### src/core/external_bus_pkg.sv
// Constants shared by the external bus unit and its helpers.
// Assumes one 100 MHz clock; two clock cycles make one CPU clock cycle.
package external_bus_pkg;

  // Clock rate and the half CPU cycle used for delayed chip selects.
  localparam int          CLK_PERIOD_PS    = 10000;
  localparam int          HALF_CPU_CYC_PS  = 10000;
  localparam int          CS_DELAY_CYC     = (HALF_CPU_CYC_PS + CLK_PERIOD_PS - 1) / CLK_PERIOD_PS;

  // Counts of clock cycles.
  localparam logic [3:0]  ALE_BASE_CYC     = 4'h0;
  localparam logic [3:0]  TRI_BASE_CYC     = 4'h0;
  localparam logic [3:0]  TRI_EXTRA_CYC    = 4'h1;

  // Field positions of a bus configuration word.
  localparam int          CFG_CYCLE_LSB    = 0;
  localparam int          CFG_CYCLE_W      = 4;
  localparam int          CFG_RWDELAY_BIT  = 4;
  localparam int          CFG_TRISTATE_BIT = 5;
  localparam int          CFG_TYPE_LSB     = 6;
  localparam int          CFG_READY_POL    = 8;
  localparam int          CFG_ALE_LONG_BIT = 9;
  localparam int          CFG_ACTIVE_BIT   = 10;
  localparam int          CFG_READY_EN_BIT = 12;
  localparam int          CFG_CS_EN_BIT    = 14;

  // Field positions of a window address select word.
  localparam int          SEL_SIZE_LSB     = 0;
  localparam int          SEL_START_LSB    = 4;

  // Bus types held in a configuration word.
  localparam logic [1:0]  BUS_DEMUX_8      = 2'h0;
  localparam logic [1:0]  BUS_MUX_8        = 2'h1;
  localparam logic [1:0]  BUS_DEMUX_16     = 2'h2;
  localparam logic [1:0]  BUS_MUX_16       = 2'h3;

  // Address space restriction codes.
  localparam logic [1:0]  SPACE_16M        = 2'h0;
  localparam logic [1:0]  SPACE_1M         = 2'h1;
  localparam logic [1:0]  SPACE_256K       = 2'h2;
  localparam logic [1:0]  SPACE_64K        = 2'h3;
  localparam logic [7:0]  UPPER_MASK_16M   = 8'hFF;
  localparam logic [7:0]  UPPER_MASK_1M    = 8'h0F;
  localparam logic [7:0]  UPPER_MASK_256K  = 8'h03;
  localparam logic [7:0]  UPPER_MASK_64K   = 8'h00;

  localparam int          NUM_WINDOWS      = 4;
  localparam logic [4:0]  CS_NONE          = 5'h1F;

  typedef enum logic [2:0] {
    ST_IDLE  = 3'b000,
    ST_ADDR  = 3'b001,
    ST_DELAY = 3'b010,
    ST_WAIT  = 3'b011,
    ST_READY = 3'b100,
    ST_RECOV = 3'b101,
    ST_HOLD  = 3'b110
  } bus_state_t;

endpackage : external_bus_pkg

### src/core/window_match.sv
// Address comparator for one address window.
// Assumes the select word holds a 4 KB aligned start and a power-of-two size code.
`timescale 1ns/1ps
module window_match
  import external_bus_pkg::*;
(
  // Access address and window description.
  input  wire logic [23:0] i_addr,
  input  wire logic [15:0] i_select,
  input  wire logic        i_active,
  // Match result.
  output logic             o_hit
);

  wire  [3:0]  size_code = i_select[SEL_START_LSB-1:SEL_SIZE_LSB];
  wire  [11:0] start     = i_select[15:SEL_START_LSB];
  wire  [11:0] mask      = 12'hFFF << size_code;

  assign o_hit = i_active && ((i_addr[23:12] & mask) == (start & mask));

endmodule : window_match

### src/core/phase_timer.sv
// Down counter that times the phases of one bus cycle.
// Assumes a load is issued on the edge that enters each timed phase.
`timescale 1ns/1ps
module phase_timer
  import external_bus_pkg::*;
(
  // Clock and reset.
  input  wire logic       i_ref_clk,
  input  wire logic       i_rst,
  // Load and status.
  input  wire logic       i_load,
  input  wire logic [3:0] i_value,
  output logic            o_zero
);

  logic [3:0] count_reg;

  always_ff @(posedge i_ref_clk) begin
    if (i_rst) begin
      count_reg <= 4'h0;
    end else if (i_load) begin
      count_reg <= i_value;
    end else if (count_reg != 4'h0) begin
      count_reg <= count_reg - 4'h1;
    end
  end

  assign o_zero = (count_reg == 4'h0);

endmodule : phase_timer

### src/core/external_bus_unit.sv
// External bus unit: runs every external access of the CPU over the bus pins.
// Assumes all inputs are synchronous to i_ref_clk and configuration is static during a cycle.
//
// Functional notes
// - Single chip or mux/demux, 8/16-bit data, 16 to 24 address bits.
// - Demux: address on address-only port, data on lower port, low byte for 8-bit.
// - Mux: address then data share the lower bus port within one cycle.
// - Cycle time, tri-state time, ALE length and read/write delay are programmable.
// - Four windows, each a select word plus its own bus configuration.
// - On overlap window four beats three and window two beats one.
// - Accesses outside all windows use the default bus configuration.
// - Five active-low chip selects: four windows plus default.
// - With ready enabled, the cycle ends only on the active ready level.
// - Ready level select: 0 ends on low ready, 1 ends on high ready.
// - Arbitration enable bit hands request, acknowledge and hold pins to the unit.
// - After reset the unit is arbitration master, acknowledge pin is an output.
// - With arbitration enabled, port 6 pin 7 direction set to 1 makes the acknowledge pin an input.
// - Address space 16M, 1M, 256K or 64K drives 8, 4, 2 or 0 upper lines.
// - By default chip selects change half a CPU cycle after ALE rises.
// - With select timing choice set, chip selects change with ALE and address.
`timescale 1ns/1ps
module external_bus_unit
  import external_bus_pkg::*;
(
  // Clock and reset.
  input  wire logic        i_ref_clk,
  input  wire logic        i_rst,
  // Configuration.
  input  wire logic        i_single_chip,
  input  wire logic [15:0] i_default_bus_config,
  input  wire logic [63:0] i_window_bus_config,
  input  wire logic [63:0] i_window_address_select,
  input  wire logic [1:0]  i_addr_space_sel,
  input  wire logic        i_select_timing_choice,
  input  wire logic        i_arbitration_enable_bit,
  input  wire logic        i_port6_pin7_direction,
  // CPU request and answer.
  input  wire logic        i_req,
  input  wire logic        i_we,
  input  wire logic [23:0] i_addr,
  input  wire logic [15:0] i_wdata,
  output logic             o_ack,
  output logic [15:0]      o_rdata,
  output logic             o_busy,
  // Bus control pins.
  output logic             o_ale,
  output logic             o_rd_n,
  output logic             o_wr_n,
  output logic [4:0]       o_chip_select_lines_n,
  output logic             o_ctrl_oe,
  input  wire logic        i_ready,
  // Address and data pins.
  output logic [15:0]      o_address_only_port,
  output logic [7:0]       o_upper_addr,
  input  wire logic [15:0] i_lower_bus_port,
  output logic [15:0]      o_lower_bus_port,
  output logic [1:0]       o_lower_bus_port_oe,
  // Arbitration pins.
  input  wire logic        i_hold_n,
  output logic             o_bus_request_out_n,
  input  wire logic        i_hold_acknowledge_pin_n,
  output logic             o_hold_acknowledge_pin_n,
  output logic             o_hold_acknowledge_pin_oe
);

  bus_state_t  state_reg;
  bus_state_t  state_next;
  logic [23:0] addr_reg;
  logic [15:0] wdata_reg;
  logic        we_reg;
  logic [15:0] cfg_reg;
  logic [2:0]  idx_reg;
  logic        ack_reg;
  logic [15:0] rdata_reg;
  logic        ale_reg;
  logic        rd_n_reg;
  logic        wr_n_reg;
  logic [4:0]  cs_n_reg;
  logic        ctrl_oe_reg;
  logic [15:0] aport_reg;
  logic [7:0]  upper_reg;
  logic [15:0] lbp_reg;
  logic [1:0]  lbp_oe_reg;
  logic        bus_request_out_n_reg;
  logic        hold_acknowledge_pin_n_reg;
  logic        hold_acknowledge_pin_oe_reg;
  logic        busy_reg;

  // Window decode.
  logic [NUM_WINDOWS-1:0] win_hit;
  wire  [15:0]            cfg_arr [0:NUM_WINDOWS];

  assign cfg_arr[0] = i_default_bus_config;

  genvar g;
  generate
    for (g = 0; g < NUM_WINDOWS; g++) begin : g_win
      assign cfg_arr[g+1] = i_window_bus_config[16*g +: 16];
      window_match u_match (
        .i_addr   (i_addr),
        .i_select (i_window_address_select[16*g +: 16]),
        .i_active (i_window_bus_config[16*g + CFG_ACTIVE_BIT]),
        .o_hit    (win_hit[g])
      );
    end
  endgenerate

  // Window four over three, three over two, two over one, else default.
  wire [2:0] win_idx = win_hit[3] ? 3'h4 :
                       win_hit[2] ? 3'h3 :
                       win_hit[1] ? 3'h2 :
                       win_hit[0] ? 3'h1 : 3'h0;
  wire [15:0] win_cfg = cfg_arr[win_idx];

  // Fields of the configuration latched for the running cycle; the ALE length bit comes from the newly decoded window.
  wire [3:0] cfg_cycle   = cfg_reg[CFG_CYCLE_LSB +: CFG_CYCLE_W];
  wire       cfg_rwdel   = cfg_reg[CFG_RWDELAY_BIT];
  wire       cfg_tri     = cfg_reg[CFG_TRISTATE_BIT];
  wire [1:0] cfg_type    = cfg_reg[CFG_TYPE_LSB +: 2];
  wire       cfg_rdy_pol = cfg_reg[CFG_READY_POL];
  wire       cfg_rdy_en  = cfg_reg[CFG_READY_EN_BIT];
  wire       cfg_cs_en   = cfg_reg[CFG_CS_EN_BIT];
  wire       new_ale_ext = win_cfg[CFG_ALE_LONG_BIT];
  wire       mux_mode    = (cfg_type == BUS_MUX_8) || (cfg_type == BUS_MUX_16);
  wire       byte_mode   = (cfg_type == BUS_MUX_8) || (cfg_type == BUS_DEMUX_8);

  // Arbitration: master keeps the bus unless held, slave needs acknowledge in.
  wire arb_on     = i_arbitration_enable_bit;
  wire slave_mode = arb_on && i_port6_pin7_direction;
  wire hold_req   = arb_on && !slave_mode && !i_hold_n;
  wire own_bus    = !slave_mode || !i_hold_acknowledge_pin_n;

  // Phase timer shared by the address, wait and recovery phases.
  logic       tmr_load;
  logic [3:0] tmr_value;
  logic       tmr_zero;

  phase_timer u_timer (
    .i_ref_clk (i_ref_clk),
    .i_rst     (i_rst),
    .i_load    (tmr_load),
    .i_value   (tmr_value),
    .o_zero    (tmr_zero)
  );

  wire take      = (state_reg == ST_IDLE) && i_req && !i_single_chip && !hold_req && own_bus;
  wire ready_hit = (i_ready == cfg_rdy_pol);
  wire finish    = ((state_reg == ST_WAIT) && tmr_zero && !cfg_rdy_en) ||
                   ((state_reg == ST_READY) && ready_hit);
  wire local_ack = (state_reg == ST_IDLE) && i_req && i_single_chip;

  // Next state and timer loads.
  always_comb begin
    state_next = state_reg;
    tmr_load   = 1'b0;
    tmr_value  = 4'h0;
    case (state_reg)
      ST_IDLE: begin
        if (hold_req) begin
          state_next = ST_HOLD;
        end else if (take) begin
          state_next = ST_ADDR;
          tmr_load   = 1'b1;
          tmr_value  = ALE_BASE_CYC + {3'h0, new_ale_ext};
        end
      end
      ST_ADDR: begin
        if (tmr_zero) begin
          if (cfg_rwdel) begin
            state_next = ST_DELAY;
          end else begin
            state_next = ST_WAIT;
            tmr_load   = 1'b1;
            tmr_value  = cfg_cycle;
          end
        end
      end
      ST_DELAY: begin
        state_next = ST_WAIT;
        tmr_load   = 1'b1;
        tmr_value  = cfg_cycle;
      end
      ST_WAIT: begin
        if (tmr_zero) begin
          if (cfg_rdy_en) begin
            state_next = ST_READY;
          end else begin
            state_next = ST_RECOV;
            tmr_load   = 1'b1;
            tmr_value  = cfg_tri ? TRI_BASE_CYC : TRI_BASE_CYC + TRI_EXTRA_CYC;
          end
        end
      end
      ST_READY: begin
        if (ready_hit) begin
          state_next = ST_RECOV;
          tmr_load   = 1'b1;
          tmr_value  = cfg_tri ? TRI_BASE_CYC : TRI_BASE_CYC + TRI_EXTRA_CYC;
        end
      end
      ST_RECOV: begin
        if (tmr_zero) begin
          state_next = ST_IDLE;
        end
      end
      ST_HOLD: begin
        if (!hold_req) begin
          state_next = ST_IDLE;
        end
      end
      default: begin
        state_next = ST_IDLE;
      end
    endcase
  end

  // Values that the pins take on the next edge.
  wire [23:0] addr_next   = take ? i_addr : addr_reg;
  wire [15:0] cfg_next    = take ? win_cfg : cfg_reg;
  wire [2:0]  idx_next    = take ? win_idx : idx_reg;
  wire        cs_en_next  = cfg_next[CFG_CS_EN_BIT];
  wire        in_strobe   = (state_next == ST_WAIT) || (state_next == ST_READY);
  wire        in_active   = (state_next != ST_IDLE) && (state_next != ST_HOLD);
  wire        we_next     = take ? i_we : we_reg;

  wire [7:0] upper_mask = (i_addr_space_sel == SPACE_16M)  ? UPPER_MASK_16M  :
                          (i_addr_space_sel == SPACE_1M)   ? UPPER_MASK_1M   :
                          (i_addr_space_sel == SPACE_256K) ? UPPER_MASK_256K :
                                                             UPPER_MASK_64K;

  wire [4:0] cs_onehot  = CS_NONE & ~(5'h01 << idx_next);
  // With the timing choice set, selects move on the same edge as ALE and address.
  wire cs_assert_now    = i_select_timing_choice ? (state_next == ST_ADDR) && take
                                                 : (state_reg == ST_ADDR) &&
                                                   (cs_n_reg == CS_NONE);
  wire [4:0] cs_next    = !in_active   ? CS_NONE :
                          cs_assert_now ? (cs_en_next ? cs_onehot : CS_NONE) :
                                          cs_n_reg;

  wire next_mux   = (cfg_next[CFG_TYPE_LSB +: 2] == BUS_MUX_8) ||
                    (cfg_next[CFG_TYPE_LSB +: 2] == BUS_MUX_16);
  wire next_byte  = (cfg_next[CFG_TYPE_LSB +: 2] == BUS_MUX_8) ||
                    (cfg_next[CFG_TYPE_LSB +: 2] == BUS_DEMUX_8);
  wire addr_phase = (state_next == ST_ADDR);
  wire data_out   = we_next && in_active && !addr_phase && (state_next != ST_RECOV);
  wire [15:0] wdata_next = take ? i_wdata : wdata_reg;
  wire [15:0] lbp_next   = (addr_phase && next_mux) ? addr_next[15:0] :
                           next_byte ? {8'h00, wdata_next[7:0]} : wdata_next;
  wire [1:0]  lbp_oe_next = (addr_phase && next_mux) ? 2'h3 :
                            data_out ? (next_byte ? 2'h1 : 2'h3) : 2'h0;
  wire [15:0] aport_next  = next_mux ? 16'h0000 : addr_next[15:0];
  wire [15:0] rd_capture  = byte_mode ? {8'h00, i_lower_bus_port[7:0]} : i_lower_bus_port;

  // Arbitration pins: master answers a hold, slave requests when it lacks the bus.
  wire bus_request_out_next    = arb_on && (slave_mode ? (i_req && !own_bus && state_reg == ST_IDLE)
                                            : (state_next == ST_HOLD && i_req));
  wire hold_acknowledge_pin_next    = arb_on && !slave_mode && (state_next == ST_HOLD);
  wire hold_acknowledge_pin_oe_next = !slave_mode;

  always_ff @(posedge i_ref_clk) begin
    if (i_rst) begin
      state_reg <= ST_IDLE;
      addr_reg  <= 24'h000000;
      wdata_reg <= 16'h0000;
      we_reg    <= 1'b0;
      cfg_reg   <= 16'h0000;
      idx_reg   <= 3'h0;
    end else begin
      state_reg <= state_next;
      addr_reg  <= addr_next;
      wdata_reg <= wdata_next;
      we_reg    <= we_next;
      cfg_reg   <= cfg_next;
      idx_reg   <= idx_next;
    end
  end

  always_ff @(posedge i_ref_clk) begin
    if (i_rst) begin
      ack_reg   <= 1'b0;
      rdata_reg <= 16'h0000;
      busy_reg  <= 1'b0;
    end else begin
      ack_reg   <= finish || local_ack;
      rdata_reg <= (finish && !we_reg) ? rd_capture :
                   local_ack ? 16'h0000 : rdata_reg;
      busy_reg  <= in_active;
    end
  end

  always_ff @(posedge i_ref_clk) begin
    if (i_rst) begin
      ale_reg     <= 1'b0;
      rd_n_reg    <= 1'b1;
      wr_n_reg    <= 1'b1;
      cs_n_reg    <= CS_NONE;
      ctrl_oe_reg <= 1'b1;
      aport_reg   <= 16'h0000;
      upper_reg   <= 8'h00;
      lbp_reg     <= 16'h0000;
      lbp_oe_reg  <= 2'h0;
    end else begin
      ale_reg     <= addr_phase;
      rd_n_reg    <= !(in_strobe && !we_next);
      wr_n_reg    <= !(in_strobe && we_next);
      cs_n_reg    <= cs_next;
      ctrl_oe_reg <= (state_next != ST_HOLD);
      aport_reg   <= aport_next;
      upper_reg   <= addr_next[23:16] & upper_mask;
      lbp_reg     <= lbp_next;
      lbp_oe_reg  <= lbp_oe_next;
    end
  end

  always_ff @(posedge i_ref_clk) begin
    if (i_rst) begin
      bus_request_out_n_reg  <= 1'b1;
      hold_acknowledge_pin_n_reg  <= 1'b1;
      hold_acknowledge_pin_oe_reg <= 1'b1;
    end else begin
      bus_request_out_n_reg  <= !bus_request_out_next;
      hold_acknowledge_pin_n_reg  <= !hold_acknowledge_pin_next;
      hold_acknowledge_pin_oe_reg <= hold_acknowledge_pin_oe_next;
    end
  end

  assign o_ack                     = ack_reg;
  assign o_rdata                   = rdata_reg;
  assign o_busy                    = busy_reg;
  assign o_ale                     = ale_reg;
  assign o_rd_n                    = rd_n_reg;
  assign o_wr_n                    = wr_n_reg;
  assign o_chip_select_lines_n     = cs_n_reg;
  assign o_ctrl_oe                 = ctrl_oe_reg;
  assign o_address_only_port       = aport_reg;
  assign o_upper_addr              = upper_reg;
  assign o_lower_bus_port          = lbp_reg;
  assign o_lower_bus_port_oe       = lbp_oe_reg;
  assign o_bus_request_out_n       = bus_request_out_n_reg;
  assign o_hold_acknowledge_pin_n  = hold_acknowledge_pin_n_reg;
  assign o_hold_acknowledge_pin_oe = hold_acknowledge_pin_oe_reg;

endmodule : external_bus_unit

### config.mk
export PLATFORM = sky130hd
export DESIGN_NAME = external_bus_unit
export DESIGN_NICKNAME = d
export VERILOG_FILES = /design/src/core/external_bus_pkg.sv /design/src/core/window_match.sv /design/src/core/phase_timer.sv /design/src/core/external_bus_unit.sv
export SDC_FILE = /design/constraint.sdc
export NUM_CORES = 1
export LEC_CHECK = 0
export BUFFER_PORTS_ARGS = -buffer_cell sky130_fd_sc_hd__buf_2
export CELL_PAD_IN_SITES_DETAIL_PLACEMENT = 0
export CELL_PAD_IN_SITES_GLOBAL_PLACEMENT = 1
export CORE_UTILIZATION = 34
export CTS_CLUSTER_SIZE = 25
export DETAILED_ROUTE_END_ITERATION = 8
export GPL_TIMING_DRIVEN = 1
export PLACE_DENSITY_LB_ADDON = 0.1
export SLEW_MARGIN = 10
export SYNTH_ARGS = -nofsm -noshare
export SYNTH_HDL_FRONTEND = slang
export SYNTH_HIERARCHICAL = 1
export SYNTH_SLANG_ARGS = --single-unit
### constraint.sdc
create_clock -name i_ref_clk -period 3.4 [get_ports i_ref_clk]
set_input_delay 0.17 -clock i_ref_clk [delete_from_list [all_inputs] [get_ports i_ref_clk]]
set_output_delay 0.17 -clock i_ref_clk [all_outputs]
set_load 0.02 [all_outputs]
After elaboration in Yosys (flattened, before gate mapping)
Cells that the tools add are included.
{"block": "totals", "register_bits": 138, "input_bits": 213, "out_inout_bits": 72, "word_cells": 182}
{"block": "classes", "add_sub_neg": 1, "magnitude_cmp": 1, "n_eq_ne": 23, "shifts": 5, "mux": 55, "n_bitwise": 12, "reduce_logical": 62}
{"cell": "$and A12 B12 Y12", "count": 8}
{"cell": "$mux W16", "count": 6}
{"cell": "$bmux W16 S3", "count": 1}
{"cell": "$eq A12 B12 Y1", "count": 4}
{"cell": "$shl A12 B4 Y12 const A", "count": 4}
{"cell": "$mux W15", "count": 3}
{"cell": "$logic_and A1 B1 Y1", "count": 30}
{"cell": "$mux W3", "count": 9}
{"cell": "$mux W24", "count": 1}
{"cell": "$pmux W3 S7", "count": 1}
{"cell": "$mux W4", "count": 5}
{"cell": "$pmux W4 S5", "count": 1}
{"cell": "$mux W1", "count": 19}
{"cell": "$eq A3 B3 Y1 const B", "count": 5}
{"cell": "$logic_not A1 Y1", "count": 14}
{"cell": "$mux W2", "count": 6}
{"cell": "$eq A3 B2 Y1 const B", "count": 3}
{"cell": "$and A8 B8 Y8", "count": 1}
{"cell": "$mux W8", "count": 1}
{"cell": "$logic_or A1 B1 Y1", "count": 7}
{"cell": "$eq A2 B1 Y1 const B", "count": 3}
{"cell": "$eq A3 B1 Y1 const B", "count": 2}
{"cell": "$logic_not A2 Y1", "count": 3}
{"cell": "$ne A3 B3 Y1 const B", "count": 2}
{"cell": "other kinds (17)", "count": 20}

Longest topological paths before layout
Gate-level depths: netlist (run 1).
{"block": "depth", "depth_word": 18, "depth_mapped": 14, "ltp_nobuf": 12}

By module
The synthesis (run 1) kept the hierarchy.
{"module": "external_bus_unit", "instances": 1, "cells_each": 552, "area_per_inst_um2": 5195.0, "seq_area_each_um2": 2602.5}
{"module": "window_match", "instances": 4, "cells_each": 29, "area_per_inst_um2": 230.2, "seq_area_each_um2": 0.0}
{"module": "phase_timer", "instances": 1, "cells_each": 24, "area_per_inst_um2": 229.0, "seq_area_each_um2": 80.1}

Worst setup path before layout (run 1)
No wires, ideal clock.
{"block": "synth_timing", "path_kind": "input -> register", "start": "in i_addr[18]", "end": "reg u_timer.count_reg[0]", "setup_time_ns": 0.075, "arrival_time_ns": 2.716, "t_required_ns": 3.325, "slack_ns": 0.609, "path_stages": 14, "path_buffers": 3, "path_cell_list": "xnor2_1 o22ai_1 or4_4 a221oi_2 clkbuf_1 inv_1 clkbuf_1 a21o_1 clkbuf_1 a221oi_1 a21oi_1 o221ai_1 nand2_1 o22ai_1"}
{"element": "start, declared", "line": "external_bus_unit.sv:40", "rtl": "input wire logic [23:0] i_addr,"}
{"element": "$and A12 B12 Y12", "line": "window_match.sv:19", "rtl": "assign o_hit = i_active && ((i_addr[23:12] & mask) == (start & mask));"}
{"element": "$eq A12 B12 Y1", "line": "window_match.sv:19"}
{"element": "$logic_and A1 B1 Y1", "line": "window_match.sv:19"}
{"element": "named net win_hit[2]", "line": "external_bus_unit.sv:90", "rtl": "logic [NUM_WINDOWS-1:0] win_hit;"}
{"element": "$mux W2", "line": "external_bus_unit.sv:110", "rtl": "win_hit[2] ? 3'h3 :"}
{"element": "$mux W3", "line": "external_bus_unit.sv:109", "rtl": "wire [2:0] win_idx = win_hit[3] ? 3'h4 :"}
{"element": "$not A3 Y4 (not written as such)", "line": "external_bus_unit.sv:113", "rtl": "wire [15:0] win_cfg = cfg_arr[win_idx];"}
{"element": "$bmux W16 S3", "line": "external_bus_unit.sv:113"}
{"element": "$mux W15 (not written as such) (2 in a row)", "line": "external_bus_unit.sv:113"}
{"element": "$mux W1", "line": "external_bus_unit.sv:161", "rtl": "end else if (take) begin"}
{"element": "$mux W1", "line": "external_bus_unit.sv:159", "rtl": "if (hold_req) begin"}
{"element": "$pmux W4 S5", "line": "external_bus_unit.sv:157", "rtl": "case (state_reg)"}
{"element": "named net tmr_value[0]", "line": "external_bus_unit.sv:135", "rtl": "logic [3:0] tmr_value;"}
{"element": "$mux W4", "line": "phase_timer.sv:21", "rtl": "end else if (i_load) begin"}
{"element": "end signal, assigned", "line": "phase_timer.sv:22", "rtl": "count_reg <= i_value;"}
{"element": "end signal, assigned", "line": "phase_timer.sv:24", "rtl": "count_reg <= count_reg - 4'h1;"}
{"element": "end, declared", "line": "phase_timer.sv:16", "rtl": "logic [3:0] count_reg;"}
The timed path passes the listed nets, and every way through them passes these cells. The select of a mux whose other input is x is not followed.
A chain may end at the register's enable or synchronous reset.

Worst setup path in the final report (run 1)
{"block": "layout_timing", "start": "in i_addr[12]", "end": "reg lbp_reg[15], in the netlist o_lower_bus_port[15]"}
{"element": "$and A12 B12 Y12 *", "line": "window_match.sv:19"}
{"element": "$eq A12 B12 Y1 *", "line": "window_match.sv:19"}
{"element": "$logic_and A1 B1 Y1 *", "line": "window_match.sv:19"}
{"element": "named net win_hit[3]", "line": "external_bus_unit.sv:90"}
{"element": "$mux W3 *", "line": "external_bus_unit.sv:109"}
{"element": "$not A3 Y4 (not written as such) *", "line": "external_bus_unit.sv:113"}
{"element": "$bmux W16 S3 *", "line": "external_bus_unit.sv:113"}
{"element": "$mux W15 (not written as such) * (2 in a row)", "line": "external_bus_unit.sv:113"}
{"element": "$mux W15 *", "line": "external_bus_unit.sv:219", "rtl": "wire [15:0] cfg_next = take ? win_cfg : cfg_reg;"}
{"element": "$eq A2 B1 Y1 (tied with other cells)", "line": "external_bus_unit.sv:240, external_bus_unit.sv:242"}
{"element": "$logic_or A1 B1 Y1 (on tied branches)", "line": "external_bus_unit.sv:242, external_bus_unit.sv:240"}
{"element": "$mux W16 or $logic_and A1 B1 Y1 (tied branches)", "line": "external_bus_unit.sv:248, external_bus_unit.sv:247"}
{"element": "$mux W16 *", "line": "external_bus_unit.sv:247", "rtl": "wire [15:0] lbp_next = (addr_phase && next_mux) ? addr_next[15:0] :"}
{"element": "end signal, assigned", "line": "external_bus_unit.sv:310", "rtl": "lbp_reg <= lbp_next;"}
{"element": "end, declared", "line": "external_bus_unit.sv:82", "rtl": "logic [15:0] lbp_reg;"}
Mark *: on every way through the listed nets, which the timed path passes. The rest lies on a longest branch. The select of a mux whose other input is x is not followed.

==> flow_summary_export.csv, run 1 <==
group,metric,value,unit
cts,post_cts_buffers,0,
timing,timing.slew.headroom,44.3,%
timing,skew,7.96,ps
logic_synthesis,yosys.cell_types.count,67,
logic_synthesis,synth_flop_cell,"dfxtp_1",
placement,place_hpwl,15100,µm
cts,cts.sinks,134,
logic_synthesis,syn_nets,906,
power,power_density,611,mW/mm²
drt,firstDrtPassIters,7,
floorplanning,start_util,35.0,%
logic_synthesis,synth-seq-cells,134,
floorplanning,fp.dieW,139,µm
logic_synthesis,ys_seq_area_share,42.3,%
final_layout,syn2layout_area_growth,36.0,%
setup_path,crit_buf_inv,3,
timing,max_freq,0.357,GHz
setup_path,worstSetupPathType,"primary input to flip-flop",
setup_path,crit_arrival,3100,ps
global_routing,grt_pass1_vias,6099,
flow_run,maxCapViolations,0,
setup_path,ff2ff_setup_slack,830,ps
final_layout,drive_gt1_share,37.2,%
timing,min_period,2800,ps
global_routing,grt_max_degree,50,
setup_path,slowest_stage,"or4_4",
setup_path,max_stage_delay,540,ps
logic_synthesis,syn_area_per_cell,9.17,µm²
setup_path,worstPathCellList,"buf_2 > xnor2_2 > o22ai_1 > or4_4 > a221oi_2 > buf_4 > inv_1 > o211ai_1 > a311o_1 > nor2_1 > mux2_4",
logic_synthesis,post-synth-top-count-cell,"dfxtp_1",
timing,drv_slew,0,
global_routing,grtUsageMet3,5.52,%
setup_path,end_kind,"flip-flop",
drt,first_iter_violations,235,
setup_path,critical-path-top-delay-family,"compound AO/OA/AOI/OAI gates",
logic_synthesis,synth_largest_area_cell,"dfxtp_1",
global_routing,grt_use_met1,25.0,%
drt,viasPerCell,4.97,
global_routing,grt.busiest_layer,"met2",
timing,hold_viol,0,
floorplanning,pin_count,285,
placement,port_buffers,268,
cts,clock_latency,410,ps
drt,antenna_left,0,
timing,rsz0062_at_grt,"no",
outcome,status,"complete, but fails checks",
cts,htree_levels,4,
cts,cts_tree,"done",
final_layout,nNetsFinal,1182,
logic_synthesis,synth_top_area_share,42.3,%
drt,post-route-drc-count,36,
timing,period_share,82.4,%
global_routing,antenna_found_initial,1,
placement,dp.cells,1168,
logic_synthesis,synthTopCellsByCount,"134 x dfxtp_1, 85 x nor2_1, 56 x nand2_1",
logic_synthesis,syn_inst,692,
cts,cts_root_buf,"clkbuf_16",
timing,tightest_slew,827,ps
logic_synthesis,synthArstFlopShare,0,%
global_routing,gr-usage-met2,35.9,%
floorplanning,die_area,0.0192,mm²
drt,dr_total_vias,6022,
global_routing,grt_usage,20.6,%
final_layout,largest_reg_flops,24,
logic_synthesis,synthesis.area,0.00634,mm²
setup_path,required,3700,ps
setup_path,start_kind,"primary input",
outcome,violations,"DRC",
placement,gp_congestion,0.859,
timing,fin_tns_setup,0,ps
global_routing,grt_pass1_wl,31100,µm
logic_synthesis,synth_warnings,6,
final_layout,final_cells,1211,
logic_synthesis,synth_edf_count,0,
floorplanning,die_y,139,µm
cts,cts_buffers,17,
timing,setup_viol,0,
logic_synthesis,yosys-top-cells-area,"dfxtp_1 42%, mux2i_1 5.8%, nor2_1 5.0%",
power,p_leak,3.78,nW
drt,wire_per_inst,16.1,µm
floorplanning,core-area,0.0181,mm²
cts,clkTransAtPathRegs,60,ps
floorplanning,num_rows,49,
power,peakVddDrop,0.382,mV
cts,clk_path_buf_depth,2,
setup_path,cp_max_fo,20,
min_path,hold_class,"primary input to flip-flop",
drt,totalWireLength,19500,µm
global_routing,grt_overflow_total,0,
-- what timing repair did --
item / CTS / global route
hold buffers: 10 / 0
gates resized for setup: 0 / 0
endpoints found under the hold margin: 9 / 0
-- stage by stage --
step / hold WS, ps / area [µm²] / util, % / power [W] / setup slack [ps]
CTS: 0.583 / 8630 / 47.5 / 0.00534 / 555
global route: 8.75 / 8630 / 47.5 / 0.00557 / 369
global placement: 367 / 7920 / 43.6 / 0.00342 / 184
floorplan: 242 / 6340 / - / 0.00298 / 609
finish: 17.3 / 8630 / 47.6 / 0.00527 / 600
detailed placement: 374 / 7920 / 43.6 / 0.00344 / 130
-- where the power goes --
part	switching, W	leakage [nW]	internal (W)
registers	0.000108	1.09	0.00176
clock network	0.000678	0.284	0.00119
logic	0.000882	2.41	0.000649
total	0.00167	3.78	0.00360
-- placed cells by master, fill, tap and decap left out, drive strengths merged, types with 7 or more instances in the layout --
master       instances
a211oi              23
a21oi               43
a22oi               25
a2bb2oi              9
and2                 8
buf                286
clkbuf              20
dfxtp              134
dlygate4sd3         10
inv                 13
mux2                11
mux2i               37
nand2               57
nor2                88
nor2b               16
nor3                18
o21ai               32
o22ai                7
or3                  7
xnor2               34
xor2                20
-- worst min-delay path, cell delays in order --
cell and delay (ps):
buf_2 80, a22oi_1 70, nor2_1 80
-- path summary, 6_finish.rpt --
path                                                   startpoint                         endpoint  cells past startpoint
worst max register to register  u_timer/count_reg[0]$_SDFFE_PP0P_         o_rdata[13]$_SDFFE_PP0P_                      9
worst min register to register              idx_reg[2]$_SDFF_PP0_            idx_reg[2]$_SDFF_PP0_                      2
worst max-delay path                                   i_addr[12]  o_lower_bus_port[15]$_SDFF_PP0_                     11
worst min-delay path                          i_lower_bus_port[9]          o_rdata[9]$_SDFFE_PP0P_                      3
-- layout make-up --
cell class / count / area [µm²]
flip-flops and latches: 134 / 2680
clock inverters: 12 / 151
clock buffers: 20 / 457
diodes: 1 / 2.50
fillers: 1788 / 9520
multi-input cells: 507 / 3430
repair buffers: 296 / 1580
well taps: 229 / 287
inverters: 12 / 45.0
-- metal layers --
metal / part of all wire [%] / routed length (µm)
met5: 0 / 0
met4: 1.4 / 268
met3: 6.2 / 1210
met2: 50 / 9720
met1: 43 / 8340
-- logic make-up (layout without fill, tap and decap cells) --
family | after synthesis | in the layout | share of synthesized area [%]
flops | 134 | 134 | 42.3
buf+inv | 51 | 340 | 3.69
xor+xnor | 54 | 54 | 7.93
compound gates | 169 | 169 | 18.8
fa+ha+maj | 1 | 1 | 0.197
mux | 48 | 48 | 8.32
simple gates | 235 | 235 | 18.8
other cells | 0 | 1 | 0
No activity file was read; power rests on OpenSTA's default activity.
==> inputs of run 2 (changes only) <==
--- a/config.mk
+++ b/config.mk
@@ -8,7 +8,7 @@
 export BUFFER_PORTS_ARGS = -buffer_cell sky130_fd_sc_hd__buf_2
 export CELL_PAD_IN_SITES_DETAIL_PLACEMENT = 0
 export CELL_PAD_IN_SITES_GLOBAL_PLACEMENT = 1
-export CORE_UTILIZATION = 34
+export CORE_UTILIZATION = 31
 export CTS_CLUSTER_SIZE = 25
 export DETAILED_ROUTE_END_ITERATION = 8
 export GPL_TIMING_DRIVEN = 1
==> constraint.sdc (replaced) <==
create_clock -name i_ref_clk -period 2.3 [get_ports i_ref_clk]
set_input_delay 0.115 -clock i_ref_clk [delete_from_list [all_inputs] [get_ports i_ref_clk]]
set_output_delay 0.115 -clock i_ref_clk [all_outputs]
set_load 0.02 [all_outputs]
==> run 2 against run 1 <==
Compared with the run above: setup slack got worse by 780 ps; register-to-register slack got worse by 760 ps; via count rose by 4.9%; die area rose by 9.5%; sequential share of layout area fell by 4.9 points; highest routed layer unchanged; the flow finishes with violations (setup timing); hold slack got worse by 13 ps; clock skew rose by 2.7 ps; non-clock buffer count rose by 106; first-iteration DRC count fell by 16%.
==> flow_summary_export.csv, run 2 (same netlist as run 1, synthesis figures left out) <==
group,metric,value,unit
min_path,hold_class,"primary input to flip-flop",
final_layout,syn2layout_area_growth,61.4,%
timing,skew,10.6,ps
placement,gp_congestion,0.831,
final_layout,stdcell_area,0.0102,mm²
setup_path,cp_max_fo,8,
final_layout,n_antenna_cell,0,
timing,min_period,2480,ps
drt,first_iter_violations,197,
cts,htree_levels,4,
setup_path,end_kind,"flip-flop",
global_routing,grt_pass1_wl,34700,µm
power,p_int,0.00564,W
final_layout,nNetsFinal,1288,
setup_path,r2r_end,"o_lower_bus_port_oe[1]$_SDFF_PP0_",
timing,tightest_slew,528,ps
timing,timing.slew.headroom,64.4,%
setup_path,critical-path-top-delay-family,"simple AND/OR/NAND/NOR gates",
setup_path,worstSetupPathType,"primary input to flip-flop",
drt,dr_total_vias,6320,
global_routing,grt_pass1_vias,6418,
power,swShare,33.7,%
setup_path,required,2590,ps
setup_path,cp_num_cells,11,
cts,cts_root_buf,"clkbuf_16",
drt,post-route-drc-count,0,
setup_path,critPathCapture,"o_lower_bus_port[2]$_SDFF_PP0_",
floorplanning,fp.dieW,145,µm
global_routing,grt_overflow_total,0,
timing,rsz0062_at_grt,"yes",
setup_path,start_kind,"primary input",
setup_path,ff2ff_setup_slack,70,ps
floorplanning,start_util,32.1,%
floorplanning,num_rows,51,
power,p_leak,4.45,nW
setup_path,crit_start,"i_addr[17]",
floorplanning,core-area,0.0198,mm²
timing,drv_slew,0,
final_layout,largest_reg_flops,24,
timing,setup_viol,45,
drt,antenna_left,0,
cts,clk_path_buf_depth,2,
final_layout,final_util,51.8,%
power,pwr-share-comb,36.4,%
setup_path,crit_buf_inv,1,
cts,cts_buffers,17,
cts,cts.sinks,134,
setup_path,crit_arrival,2770,ps
global_routing,antenna_found_initial,0,
drt,firstDrtPassIters,4,
setup_path,worstPathCellList,"buf_12 > xnor2_4 > a22oi_2 > or4_4 > a221oi_4 > and3b_2 > o311ai_4 > a2bb2oi_2 > mux2_4 > and3b_2 > a2bb2oi_2",
power,p_clk_share,31.4,%
drt,wire_per_inst,16.3,µm
power,switchingPower,0.00287,W
timing,max_freq,0.403,GHz
placement,place_hpwl,16600,µm
power,peakVddDrop,0.521,mV
floorplanning,pin_count,285,
power,p_seq_share,32.2,%
placement,dpl_cell_area,0.00863,mm²
final_layout,layout_commonest_cell,"buf_2",
global_routing,grt_max_degree,38,
floorplanning,die_area,0.0210,mm²
timing,hold_viol,0,
timing,fin_ws,-180,ps
power,power_density,831,mW/mm²
cts,cts_tree,"done",
drt,viasPerCell,4.67,
floorplanning,die_y,145,µm
final_layout,mostFrequentLayoutCells,"262 x buf_2, 134 x dfxtp_1, 82 x nor2_1",
cts,clock_latency,420,ps
outcome,violations,"setup timing",
timing,period_share,108,%
timing,fin_hold_ws,4.15,ps
placement,port_buffers,268,
cts,clkTransAtPathRegs,60,ps
setup_path,r2r_cells,7,
setup_path,rr_startpoint,"state_reg[0]$_SDFF_PP0_",
flow_run,maxCapViolations,0,
outcome,status,"complete, but fails checks",
global_routing,grt_usage,20.9,%
final_layout,nFillCells,1891,
drt,totalWireLength,22000,µm
setup_path,max_stage_delay,560,ps
final_layout,drive_gt1_share,46.6,%
setup_path,slowest_stage,"or4_4",
-- run 2: cell count changes in the layout (fill, tap and decap cells not counted), moves of 5 or more --
cell           change
xnor2_4            +5
a211oi_2          +10
dlygate4sd3_1     +30
buf_6             +12
buf_2              -6
a211oi_1          -10
xnor2_2            +5
xnor2_1           -10
mux2i_4            +5
a221oi_4           +5
mux2i_2            +5
mux2i_1           -10
buf_4             +59
buf_12            +11
-- run 2: stage by stage --
stage / setup TNS, ps / std cells / worst slack [ps] / power, W
CTS: -3550 / 1343 / -164 / 0.00836
global placement: -38190 / 1267 / -852 / 0.00551
floorplan: -5300 / 692 / -273 / 0.00445
finish: -4030 / 1352 / -180 / 0.00851
detailed placement: -37130 / 1267 / -853 / 0.00550
global route: -8880 / 1352 / -256 / 0.00900
-- run 2: power by group through the flow --
| stage | registers (W) | clock network (W) | logic [W] |
|---|---|---|---|
| finish | 0.00274 | 0.00267 | 0.00309 |
| global route | 0.00277 | 0.00286 | 0.00336 |
| floorplan | 0.00291 | 0 | 0.00154 |
| CTS | 0.00274 | 0.00275 | 0.00287 |
| global placement | 0.00279 | 0 | 0.00273 |
| detailed placement | 0.00279 | 0 | 0.00272 |
-- run 2: how the worst min path moves through the flow --
| stage | start | end | slack, ps | depth (start not counted) |
|---|---|---|---|---|
| 2_1_floorplan | i_port6_pin7_direction | o_hold_acknowledge_pin_oe$_SDFF_PP1_ | 190 | 1 |
| 3_3_place_gp | i_port6_pin7_direction | o_hold_acknowledge_pin_oe$_SDFF_PP1_ | 310 | 2 |
| 6_report | i_addr[6] | addr_reg[6]$_SDFF_PP0_ | 4 | 3 |
| 3_5_place_dp | i_port6_pin7_direction | o_hold_acknowledge_pin_oe$_SDFF_PP1_ | 320 | 2 |
| 5_1_grt | i_addr[6] | addr_reg[6]$_SDFF_PP0_ | 20 | 3 |
| 4_1_cts | i_wdata[3] | wdata_reg[3]$_SDFF_PP0_ | 0.7 | 3 |
-- run 2: tightest hold or removal path, stage by stage --
cell     delay, ps
buf_2           90
mux2i_2         90
nor2_1          80
-- run 2: per-layer routing --
metal  routed length, µm  GRT usage, %  vias to the layer above
met5                   0             0                        -
met4                 198          4.84                        0
met3                1260          4.94                       15
met2               10500          35.6                      189
met1               10100          26.7                     2895
li1                    -             -                     3221
-- run 2: area by class of cell --
type,instances,area (µm²),share of cell area (%)
Clock buffer,17,425,4.15
Inverter,12,45.0,0.440
Multi-Input combinational cell,507,3950,38.6
Clock inverter,15,163,1.59
Sequential cell,134,2680,26.2
Timing Repair Buffer,402,2650,25.8
Tap cell,265,332,3.24
-- run 2: what timing repair did --
item                                    4_1_cts  5_1_grt
hold buffers                                 40        0
endpoints found under the hold margin        44        0
endpoints found under the setup margin       67       74
gates resized for setup                      45       61
pin swaps                                    20       19
buffers inserted                              4        9
==> inputs of run 3 (changes only) <==
--- a/config.mk
+++ b/config.mk
@@ -8,11 +8,13 @@
 export BUFFER_PORTS_ARGS = -buffer_cell sky130_fd_sc_hd__buf_2
 export CELL_PAD_IN_SITES_DETAIL_PLACEMENT = 0
 export CELL_PAD_IN_SITES_GLOBAL_PLACEMENT = 1
+export CORE_ASPECT_RATIO = 1.5
 export CORE_UTILIZATION = 31
 export CTS_CLUSTER_SIZE = 25
 export DETAILED_ROUTE_END_ITERATION = 8
 export GPL_TIMING_DRIVEN = 1
 export PLACE_DENSITY_LB_ADDON = 0.1
+export RECOVER_POWER = 50
 export SLEW_MARGIN = 10
 export SYNTH_ARGS = -nofsm -noshare
 export SYNTH_HDL_FRONTEND = slang
==> run 3 against run 2 <==
Compared with the run above: the flow still finishes with violations (setup timing); register-to-register slack lost 170 ps; combinational power grew 2%; clock-buffer cell count grew 1; final cell count grew 0.30%; maximum frequency shrank 2.5%; sequential share of layout area grew 0.067 points; clock power shrank 3%; core utilization shrank 0.55 points; critical path type unchanged; largest power group unchanged.
==> flow_summary_export.csv, run 3 (same netlist as run 1, synthesis figures left out) <==
group,metric,value,unit
timing,fin_ws,-243,ps
final_layout,syn2layout_area_growth,61.0,%
floorplanning,start_util,31.8,%
cts,clock_latency,410,ps
drt,viasPerCell,4.74,
drt,antenna_left,0,
timing,hold_viol,0,
power,swShare,34.2,%
timing,drv_slew,0,
global_routing,grt_pass1_wl,34600,µm
final_layout,nNetsFinal,1297,
final_layout,layout.area.seq,0.00268,mm²
global_routing,antenna_found_initial,0,
floorplanning,die_y,177,µm
placement,dpl_cell_area,0.00869,mm²
outcome,violations,"setup timing",
power,p_leak,4.18,nW
global_routing,grt_overflow_total,0,
final_layout,stdcell_area,0.0102,mm²
cts,clk_path_buf_depth,2,
timing,period_share,111,%
drt,dr_total_vias,6423,
placement,dp.cells,1272,
drt,post-route-drc-count,0,
floorplanning,num_rows,63,
floorplanning,pin_count,285,
power,pwr-share-comb,37.1,%
drt,wire_per_inst,16.2,µm
placement,dp_slack,-917,ps
final_layout,layout_commonest_cell,"buf_2",
placement,port_buffers,268,
cts,htree_levels,4,
setup_path,start_kind,"primary input",
global_routing,grt_max_degree,87,
cts,cts_buffers,17,
timing,min_period,2540,ps
placement,place_hpwl,16400,µm
floorplanning,core-area,0.0199,mm²
timing,timing.slew.headroom,65.6,%
power,power_density,830,mW/mm²
setup_path,cp_max_fo,5,
timing,skew,12.1,ps
setup_path,required,2590,ps
final_layout,nFillCells,1961,
cts,clkTransAtPathRegs,60,ps
final_layout,final_util,51.2,%
power,p_int,0.00558,W
power,peakVddDrop,0.460,mV
final_layout,multiInputGateArea,0.00394,mm²
timing,tightest_slew,515,ps
timing,rsz0062_at_grt,"yes",
power,p_clk_share,30.6,%
min_path,hold_class,"primary input to flip-flop",
cts,cts.sinks,134,
timing,max_freq,0.393,GHz
floorplanning,die_area,0.0211,mm²
placement,gp_congestion,0.811,
final_layout,mostFrequentLayoutCells,"188 x buf_2, 134 x dfxtp_1, 79 x buf_4",
final_layout,drive_gt1_share,40.5,%
drt,totalWireLength,22000,µm
power,p_seq_share,32.3,%
floorplanning,fp.dieW,119,µm
power,total_power,0.00848,W
outcome,status,"complete, but fails checks",
drt,firstDrtPassIters,4,
global_routing,grt_pass1_vias,6531,
final_layout,largest_reg_flops,24,
drt,first_iter_violations,187,
global_routing,grt_usage,21.0,%
final_layout,n_antenna_cell,0,
setup_path,worstSetupPathType,"primary input to flip-flop",
cts,cts_root_buf,"clkbuf_16",
flow_run,maxCapViolations,0,
timing,setup_viol,34,
power,switchingPower,0.00290,W
setup_path,end_kind,"flip-flop",
cts,cts_tree,"done",
final_layout,final_cells,1356,
setup_path,crit_arrival,2840,ps
run 3: path summary, 6_finish.rpt:
check | startpoint | endpoint | slack [ps] | depth (start not counted)
worst max-delay path | i_addr[16] | o_lower_bus_port[15]$_SDFF_PP0_ | -240 | 14
worst min-delay path | i_window_bus_config[48] | cfg_reg[0]$_SDFFE_PP0P_ | 8 | 3
worst min register to register | idx_reg[2]$_SDFF_PP0_ | idx_reg[2]$_SDFF_PP0_ | 480 | 2
worst max register to register | state_reg[0]$_SDFF_PP0_ | o_lower_bus_port[10]$_SDFF_PP0_ | -100 | 7
run 3: through the flow:
step | setup TNS [ps] | hold WS [ps]
2_1_floorplan | -5300 | 187
3_3_place_gp | -39320 | 313
3_5_place_dp | -40880 | 324
4_1_cts | -6250 | 0.770
5_1_grt | -9280 | 26.1
6_report | -5760 | 8.03
run 3: power by group through the flow:
stage | clock (W) | combinational [W] | sequential, W
3_5_place_dp | 0 | 0.00282 | 0.00278
5_1_grt | 0.00278 | 0.00344 | 0.00277
2_1_floorplan | 0 | 0.00154 | 0.00291
6_report | 0.00260 | 0.00315 | 0.00274
4_1_cts | 0.00267 | 0.00304 | 0.00274
3_3_place_gp | 0 | 0.00282 | 0.00278
run 3: timing repair:
action                                  4_1_cts  5_1_grt
pin swaps                                    31       17
hold endpoints to repair                     43        1
resized for setup                            69       55
buffers inserted                              6        7
gates cloned                                  2        0
hold buffers                                 39        1
endpoints found under the setup margin       68       73
run 3: cell type report:
type | count | share of cell area, %
Multi-Input combinational cell | 508 | 38.6
Inverter | 12 | 0.465
Timing Repair Buffer | 410 | 25.9
Sequential cell | 134 | 26.3
Clock buffer | 18 | 4.30
Clock inverter | 14 | 1.32
Tap cell | 260 | 3.18
run 3: per-layer routing:
metal	GRT usage (%)	vias up	share of wire, %
met5	0	-	0
met4	4.96	0	0.78
met3	4.57	12	5.2
met2	39.6	194	53
met1	23.7	2986	41
li1	-	3231	-
run 3: critical path, stage by stage:
cell and delay [ps]:
buf_12 110, buf_4 140, xor2_1 150, o2bb2ai_1 120, or4_4 530, a221oi_2 290
buf_4 200, nand2b_1 100, o311ai_4 100, a2bb2oi_2 120, mux2_4 310, buf_8 150
nand2_8 90, mux2_4 300
